<file path="src/rscr_pkg.sv">
// package of constants for the radio serial configuration register bank
// Function
// [RQ1] programming uses whole 16-bit words, each one register write
// [RQ2] word holds 14 data bits on top, 2-bit select code lowest
// [RQ3] select code 00 is synthesizer config, 01 is channel divide ratio
// [RQ4] exactly three writable registers: config, channel, test
// [RQ5] no read-back path over the serial bus
// [RQ6] host writes zero to all reserved data bits
// [RQ7] config bit 9 disables signal-strength clipping
// [RQ8] config bit 8 arms low-supply lockout of amplifier enable, cleared by receive-on
// [RQ9] config bit 6 makes transmit RF output follow amplifier enable
// [RQ10] config bit 5 sets power pin: 0 pulled low, 1 high impedance; code also leaves the pin high impedance while bit 2 is set
// [RQ11] config bit 4 selects unmodulated continuous carrier
// [RQ12] config bit 2 selects analog-out pin function
// [RQ13] config bit 1 selects 12.288MHz reference, else 6.144MHz
// [RQ14] config bit 0 sets charge pump polarity
// [RQ15] channel bits 11..0 hold 12-bit divide ratio
// [RQ16] test register: digital selector bits 5..3, analog selector bits 2..0
// [RQ17] every register bit clears to zero at power-up, valid immediately
// [RQ18] power-up is the release of reset; zero defaults apply from there
// [RQ19] while enable low, data shifts in msb first on serial clock rise
// [RQ20] on enable rise, decode select code and load 14 data bits
// [RQ21] while enable high, data and clock pins are ignored
// [RQ22] host clocks at least 16 bits before raising enable
// [RQ23] select code 10 is test register; code 11 changes nothing
// [RQ24] fields drive outputs from stored value, changing only on a full load
package rscr_pkg;
  localparam int WORD_W = 16;
  localparam int DATA_W = 14;
  localparam int SEL_W = 2;
  localparam logic [1:0] SEL_CONFIG = 2'h0;
  localparam logic [1:0] SEL_CHANNEL = 2'h1;
  localparam logic [1:0] SEL_TEST = 2'h2;
  localparam logic [13:0] REG_RESET = 14'h0000;
  localparam int CFG_CLIP_DIS = 9;
  localparam int CFG_LOCKOUT = 8;
  localparam int CFG_TX_TIMING = 6;
  localparam int CFG_PWR_PIN = 5;
  localparam int CFG_CW = 4;
  localparam int CFG_ANALOG_OUT_FUNCTION_FN = 2;
  localparam int CFG_REF_SEL = 1;
  localparam int CFG_PUMP_POL = 0;
  localparam int CHQ_W = 12;
  localparam int TST_DIG_LSB = 3;
  localparam int TST_ANA_LSB = 0;
  localparam int TST_W = 3;
endpackage

</file>
<file path="src/rscr_sync.sv">
// two-flop synchroniser for one pin
`timescale 1ns/1ps
module rscr_sync #(
  parameter logic RST_VAL = 1'b0
) (
  // clock and reset
  input wire logic clk,
  input wire logic rst_b,
  // pin in, synchronised out
  input wire logic pin,
  output logic sync
);
  logic meta_q;
  logic meta_d;
  logic sync_q;
  always_comb begin
    meta_d = pin;
  end
  always_ff @(posedge clk or negedge rst_b) begin
    if (!rst_b) begin
      meta_q <= RST_VAL;
      sync_q <= RST_VAL;
    end else begin
      meta_q <= meta_d;
      sync_q <= meta_q;
    end
  end
  assign sync = sync_q;
endmodule

</file>
<file path="src/rscr_shift.sv">
// serial word shifter with enable-rise load strobe
`timescale 1ns/1ps
module rscr_shift #(
  parameter int WIDTH = 16
) (
  // clock and reset
  input wire logic clk,
  input wire logic rst_b,
  // synchronised serial pins
  input wire logic en_s,
  input wire logic sclk_s,
  input wire logic sdata_s,
  // word out
  output logic [WIDTH-1:0] word,
  output logic load
);
  logic [WIDTH-1:0] sr_q;
  logic [WIDTH-1:0] sr_d;
  logic sclk_q;
  logic en_q;
  logic load_d;
  logic load_q;
  if (WIDTH < 3) begin : g_width_check
    $error("shift width too small");
  end
  always_comb begin
    sr_d = sr_q;
    if (!en_s && sclk_s && !sclk_q) begin
      sr_d = {sr_q[WIDTH-2:0], sdata_s}; // RQ19
    end
    load_d = en_s && !en_q; // RQ20 RQ21
  end
  always_ff @(posedge clk or negedge rst_b) begin
    if (!rst_b) begin
      sr_q <= '0;
      sclk_q <= 1'b0;
      en_q <= 1'b1;
      load_q <= 1'b0;
    end else begin
      sr_q <= sr_d;
      sclk_q <= sclk_s;
      en_q <= en_s;
      load_q <= load_d;
    end
  end
  assign word = sr_q;
  assign load = load_q;
endmodule

</file>
<file path="src/rscr_top.sv">
// radio serial configuration register bank, top level
`timescale 1ns/1ps
module rscr_top (
  // clock and reset
  input wire logic CLOCK,
  input wire logic RST_B,
  // three-wire programming bus
  input wire logic SER_EN,
  input wire logic SER_CLK,
  input wire logic SER_DATA,
  // live radio status
  input wire logic RECEIVE_ON,
  input wire logic ANALOG_SUPPLY_LOW,
  input wire logic AMP_ENABLE_REQ,
  // configuration fields
  output logic STRENGTH_CLIP_DISABLE,
  output logic LOW_SUPPLY_LOCKOUT_ARM,
  output logic TX_RF_OUTPUT_TIMING,
  output logic TX_POWER_PIN_STATE,
  output logic CONTINUOUS_CARRIER_SELECT,
  output logic ANALOG_OUT_FUNCTION,
  output logic REFERENCE_FREQ_SELECT,
  output logic PUMP_POLARITY,
  output logic [11:0] CHANNEL_DIVIDE_RATIO_FIELD,
  output logic [2:0] DIGITAL_TEST_SELECT,
  output logic [2:0] ANALOG_TEST_SELECT,
  // derived controls
  output logic AMPLIFIER_ENABLE_OUT,
  output logic TX_RF_ENABLE,
  output logic POWER_PIN_OE
);
  logic en_s;
  logic sclk_s;
  logic sdata_s;
  logic rx_s;
  logic low_s;
  logic amp_s;
  logic [15:0] word;
  logic load;
  logic [13:0] cfg_q;
  logic [13:0] cfg_d;
  logic [13:0] chn_q;
  logic [13:0] chn_d;
  logic [13:0] tst_q;
  logic [13:0] tst_d;
  logic lock_q;
  logic lock_d;
  logic amp_q;
  logic amp_d;
  logic rf_q;
  logic rf_d;
  logic oe_q;
  logic oe_d;
  logic [13:0] data_f;
  logic [1:0] sel_f;

  logic [5:0] pins;
  logic [5:0] pins_s;
  assign pins = {SER_EN, SER_CLK, SER_DATA, RECEIVE_ON, ANALOG_SUPPLY_LOW, AMP_ENABLE_REQ};
  genvar gi;
  generate
    for (gi = 0; gi < 6; gi++) begin : g_sync
      // enable pin idles high, so its synchroniser resets high
      rscr_sync #(.RST_VAL(gi == 5)) u_sync (
        .clk(CLOCK),
        .rst_b(RST_B),
        .pin(pins[gi]),
        .sync(pins_s[gi])
      );
    end
  endgenerate
  assign {en_s, sclk_s, sdata_s, rx_s, low_s, amp_s} = pins_s;

  rscr_shift #(.WIDTH(rscr_pkg::WORD_W)) u_shift (
    .clk(CLOCK),
    .rst_b(RST_B),
    .en_s(en_s),
    .sclk_s(sclk_s),
    .sdata_s(sdata_s),
    .word(word),
    .load(load)
  );

  // split word: data on top, select code lowest
  assign data_f = word[rscr_pkg::WORD_W-1:rscr_pkg::SEL_W]; // RQ1 RQ2
  assign sel_f = word[rscr_pkg::SEL_W-1:0]; // RQ2

  // register load, no read path exists
  always_comb begin
    cfg_d = cfg_q;
    chn_d = chn_q;
    tst_d = tst_q;
    if (load) begin
      unique case (sel_f)
        rscr_pkg::SEL_CONFIG: cfg_d = data_f; // RQ3 RQ4 RQ20
        rscr_pkg::SEL_CHANNEL: chn_d = data_f; // RQ3 RQ20
        rscr_pkg::SEL_TEST: tst_d = data_f; // RQ23
        default: begin
          cfg_d = cfg_q; // RQ23
        end
      endcase
    end
  end
  always_ff @(posedge CLOCK or negedge RST_B) begin
    if (!RST_B) begin
      cfg_q <= rscr_pkg::REG_RESET; // RQ17 RQ18
      chn_q <= rscr_pkg::REG_RESET;
      tst_q <= rscr_pkg::REG_RESET;
    end else begin
      cfg_q <= cfg_d; // RQ24 RQ5
      chn_q <= chn_d;
      tst_q <= tst_d;
    end
  end

  // lockout latch and derived controls
  always_comb begin
    lock_d = lock_q;
    if (rx_s) begin
      lock_d = 1'b0; // RQ8
    end else if (cfg_q[rscr_pkg::CFG_LOCKOUT] && low_s) begin
      lock_d = 1'b1; // RQ8
    end
    amp_d = amp_s && !(lock_d && cfg_q[rscr_pkg::CFG_LOCKOUT]); // RQ8
    rf_d = cfg_q[rscr_pkg::CFG_TX_TIMING] ? amp_d : 1'b1; // RQ9
    oe_d = !cfg_q[rscr_pkg::CFG_ANALOG_OUT_FUNCTION_FN] && !cfg_q[rscr_pkg::CFG_PWR_PIN]; // RQ10 RQ12
  end
  always_ff @(posedge CLOCK or negedge RST_B) begin
    if (!RST_B) begin
      lock_q <= 1'b0;
      amp_q <= 1'b0;
      rf_q <= 1'b0;
      oe_q <= 1'b0;
    end else begin
      lock_q <= lock_d;
      amp_q <= amp_d;
      rf_q <= rf_d;
      oe_q <= oe_d;
    end
  end

  // field outputs straight from stored registers
  assign STRENGTH_CLIP_DISABLE = cfg_q[rscr_pkg::CFG_CLIP_DIS]; // RQ7
  assign LOW_SUPPLY_LOCKOUT_ARM = cfg_q[rscr_pkg::CFG_LOCKOUT];
  assign TX_RF_OUTPUT_TIMING = cfg_q[rscr_pkg::CFG_TX_TIMING];
  assign TX_POWER_PIN_STATE = cfg_q[rscr_pkg::CFG_PWR_PIN]; // RQ10
  assign CONTINUOUS_CARRIER_SELECT = cfg_q[rscr_pkg::CFG_CW]; // RQ11
  assign ANALOG_OUT_FUNCTION = cfg_q[rscr_pkg::CFG_ANALOG_OUT_FUNCTION_FN]; // RQ12
  assign REFERENCE_FREQ_SELECT = cfg_q[rscr_pkg::CFG_REF_SEL]; // RQ13
  assign PUMP_POLARITY = cfg_q[rscr_pkg::CFG_PUMP_POL]; // RQ14
  assign CHANNEL_DIVIDE_RATIO_FIELD = chn_q[rscr_pkg::CHQ_W-1:0]; // RQ15
  assign DIGITAL_TEST_SELECT = tst_q[rscr_pkg::TST_DIG_LSB +: rscr_pkg::TST_W]; // RQ16
  assign ANALOG_TEST_SELECT = tst_q[rscr_pkg::TST_ANA_LSB +: rscr_pkg::TST_W]; // RQ16
  assign AMPLIFIER_ENABLE_OUT = amp_q;
  assign TX_RF_ENABLE = rf_q;
  assign POWER_PIN_OE = oe_q;
endmodule

</file>
<file path="config.mk">
export PLATFORM = sky130hd
export DESIGN_NAME = rscr_top
export DESIGN_NICKNAME = d
export VERILOG_FILES = /design/src/rscr_pkg.sv /design/src/rscr_sync.sv /design/src/rscr_shift.sv /design/src/rscr_top.sv
export SDC_FILE = /design/constraint.sdc
export NUM_CORES = 1
export LEC_CHECK = 0
export BUFFER_PORTS_ARGS = -buffer_cell sky130_fd_sc_hd__buf_2
export CORE_AREA = 8 8 71 73
export CTS_BUF_LIST = sky130_fd_sc_hd__clkbuf_16
export DETAILED_ROUTE_END_ITERATION = 8
export DIE_AREA = 0 0 79 81
export PLACE_DENSITY = 0.84
export SLEW_MARGIN = 20
export SYNTH_ARGS = -nofsm -noshare
export SYNTH_HDL_FRONTEND = slang
export SYNTH_SLANG_ARGS = --single-unit
</file>
<file path="constraint.sdc">
create_clock -name CLOCK -period 1.7 [get_ports CLOCK]
set_input_delay 0.51 -clock CLOCK [delete_from_list [all_inputs] [get_ports CLOCK]]
set_output_delay 0.51 -clock CLOCK [all_outputs]
set_load 0.01 [all_outputs]
</file>
==> results by stage <==
Timing:
- The final number of hold-violating endpoints is 0.
- The total negative slack is 0 ns.
- The relative max-transition margin is around 70%.
- The fmax is 706.7 MHz.
- The final worst setup slack is 0.2849 ns.
- Subtracting the final worst setup slack from the clock period gives 1.415 ns.
- The ratio of final minimum period to clock period is ~83%.
- The slew at the pin closest to its max-slew limit is around 0.45 ns.
- Setup violations remaining at the end of the flow were counted as 0.
- The clock arrives with 0.005528 ns of skew.
- Setup repair after global routing left no endpoint under its margin.
- The final number of max-transition violations is 0.

Power:
- Summed over all cells, the static leakage comes to 0.001307 uW.
- The switching power of the nets is about 1100 uW.
- The sequential share of power is 45.0%.
- The overall power is 4316 uW.
- The power density over the cells is approximately 1700 nW/um^2.
- Of the total power, the share spent switching nets is 26.25%.
- Across the VDD grid, the largest voltage drop is about 960 uV.
- Of the total power, the clock network draws 39.1%.
- Cell internal power was estimated by the tool at 3183 uW.
- The part of the total power dissipated in combinational logic is 15.9%.

Global route:
- The residual overflow from global routing is 0.
- The global-route wire length before repair is 6.479 mm.
- The initial antenna violation count is 0.
- The via count of the first global-routing pass is between 1000 and 1500.
- The maximum number of pins on one net before global-route repair is 60.
- The total global routing track utilization is 13.84%.

Clock network:
- The clock-pin slew of the registers on the worst-case setup and hold paths is 0.05 ns.
- Clock latency on the worst-skew pair, taken at its later pin, is 0.32 ns.
- The root buffer cell is sky130_fd_sc_hd__clkbuf_16.
- The number of gates resized after CTS was 0.
- The tree built by TritonCTS fans out to 59 sinks.
- The number of clock buffers added by TritonCTS is 9.
- TritonCTS built the clock tree.
- The hold buffer count at cts is 0.
- The longest clock path from root to sink contains 2 buffers.
- Buffers added to address setup during post-CTS repair amount to 0.
- The H-tree generated during clock tree synthesis spans 3 levels.

Cells and area:
- The footprint of the flip-flops and latches is 1480 um^2.
- For this run, the post-layout net count is 171.
- The number of inserted filler cells in the final layout is 274.
- The library cell used most frequently in the layout, excluding fill and tap cells, is sky130_fd_sc_hd__dfrtp_1.
- From synthesis to final layout, the design area changed by 27.21%.
- The multi-input combinational cell area is 538.0 um^2.
- The top cell types in the final layout, fill and taps aside, are sky130_fd_sc_hd__dfrtp_1, sky130_fd_sc_hd__mux2_2, sky130_fd_sc_hd__buf_2.
- The number of antenna diodes in the final layout is 0.
- The layout cell share with drive strength beyond 1 is 57.74%.

Critical path:
- The required arrival time at the worst endpoint is 1.90 ns.
- The cell depth of the worst flop-to-flop path is 2.
- The reg-to-reg startpoint is u_shift.word[1].
- The worst setup path is launched from a register.
- The nature of the critical path endpoint is a register.
- Data on the critical path arrives at its endpoint at 1.61 ns.
- The endpoint of the worst-slack reg-to-reg timing path is cfg_q[2].
- In this run the worst path has a maximum fanout of 9.
- The class of the most critical setup path is reg -> reg.
- The worst-case register-to-register setup slack is 0.28 ns.

Floorplanning:
- The die is 81 um tall.
- For this configuration, the core starts out at a cell density of a little over half.
- The x dimension of the die is 79 um.
- The die footprint is approximately 6400 um^2.
- The core region is about 3900 um^2.
- In this run the count of I/O pins placed on the die edge is 37.
- The count of standard-cell rows is 23.

Routing:
- The final layout contains routed wiring with a total length of 3.987 mm.
- After detailed routing, the number of vias per cell comes to 5.151.
- In this run the remaining antenna-violating nets after routing total 0.
- The detailed router finished its first iteration with 72 violations.
- The post-route DRC violation count is 0.
- The mean routed wirelength per cell is 18.29 um.
- The number of iterations in the first detailed-routing pass is 4.
- The overall via count from detail_route is 1123.

Synthesis:
- Of the total synthesized cell area, the portion taken by full adders, half adders and majority gates is 0%.
- The sequential cell area fraction in the yosys report is 72.67%.
- The number of nets in the synthesized netlist is 122.
- Synthesis inferred 59 register bits.
- After synthesis, the share of cell area in mux cells is 21.56%.
- The synthesized-area fraction occupied by xor and xnor cells is 0%.
- The largest family of logic cells by synthesized area is multiplexers.
- The mapped netlist covers 2037 um^2.
- The simple logic cell fraction of the synthesized area is 3.931%.
- The Yosys step of the flow raised 0 warnings.
- A synthesized cell averages 17.87 um^2.
- The number of different library cells used by synthesis comes to 14.
- Synthesis handed over a netlist of 114 instances.
- The compound-cell area share of the yosys netlist is 0.9214%.

Min path:
- The classification of the worst-slack hold path is in -> async.

Job:
- The number of maximum-capacitance violations is 0.

Placement:
- At the end of routability-driven placement, the weighted congestion stood at around 0.71.
- The number of buffers added on ports is 36.
- Prior to clock tree synthesis, the placed netlist has a worst setup slack of 0.3216 ns.
- The wire-length estimate of the detail-placed layout is roughly 2.7 mm.

Outcome:
- The run finished with clean final reports.
## routing by layer
layer | part of all wire (%) | up-vias | wire, um | GRT usage [%]
met5 | 0 | - | 0 | 0
met4 | 1.8 | 0 | 70 | 9.259
met3 | 4.3 | 7 | 171 | 5.519
met2 | 55 | 28 | 2211 | 23.75
met1 | 38 | 591 | 1534 | 13.67
li1 | - | 497 | - | -
## how the worst max path moves through the flow
stage                     startpoint          endpoint
2_1_floorplan  g_sync[5].u_sync.sync  u_shift.word[10]
3_3_place_gp         u_shift.word[1]          cfg_q[6]
3_5_place_dp         u_shift.word[1]          cfg_q[1]
4_1_cts              u_shift.word[1]          cfg_q[2]
5_1_grt              u_shift.word[1]          cfg_q[2]
6_report             u_shift.word[1]          cfg_q[2]
## cell type report
class                      instances  area share, %
tap                               50          2.414
clock buffer                       9          8.691
timing repair buffer              40          8.595
multi-input combinational         52          20.76
clock inverter                     7          2.269
sequential                        59          57.12
inverter                           1         0.1449
## power by group through the flow
stage,clock network [uW],logic [uW],registers [uW]
CTS,1710,707,1940
detailed placement,0,695,1950
global route,1780,744,1980
finish,1690,688,1940
floorplan,0,294,1980
global placement,0,655,1910
## worst max-delay path: stages (launching register included)
cell and delay, ns:
sky130_fd_sc_hd__dfrtp_1 0.44, sky130_fd_sc_hd__nor3b_4 0.45, sky130_fd_sc_hd__mux2_2 0.40
## cell usage after synthesis (all sizes together)
| cell | n | area share (%) |
|---|---|---|
| nor2 | 3 | 0.55 |
| nand2b | 1 | 0.31 |
| o31a | 1 | 0.43 |
| buf | 2 | 0.74 |
| o21ai | 1 | 0.25 |
| nor3b | 2 | 1.8 |
| inv | 1 | 0.18 |
| nand3b | 2 | 0.74 |
| a21oi | 1 | 0.25 |
| dfstp | 3 | 3.9 |
| dfrtp | 56 | 69 |
| mux2 | 39 | 22 |
| nor2b | 1 | 0.31 |
| nand2 | 1 | 0.18 |
## stage by stage
| step | std cells | instance area, um^2 | hold slack, ns | util, % |
|---|---|---|---|---|
| finish | 218 | 2591 | 0.1871 | 66.21 |
| floorplan | 114 | 2037 | 0.2144 | - |
| global placement | 202 | 2307 | 0.3327 | 58.95 |
| CTS | 218 | 2591 | 0.1911 | 66.21 |
| global route | 218 | 2591 | 0.2033 | 66.21 |
| detailed placement | 202 | 2307 | 0.3448 | 58.95 |
## sequential cells by signal, indices dropped and copies added (netlist names)
signal                flops
g_sync.u_sync.sync        6
u_shift.en_q              1
u_shift.sclk_q            1
tst_q                     6
g_sync.u_sync.meta_q      6
AMPLIFIER_ENABLE_OUT      1
lock_q                    1
chn_q                    12
u_shift.load              1
POWER_PIN_OE              1
TX_RF_ENABLE              1
cfg_q                     8
u_shift.word             14
## cells by family (layout without fill, tap and decap cells)
kind of cell    after synthesis  after routing
flops                        59             59
mux                          39             39
buf+inv                       3             57
simple gates                 10             10
compound gates                3              3
No activity file was read; power rests on OpenSTA's default activity.
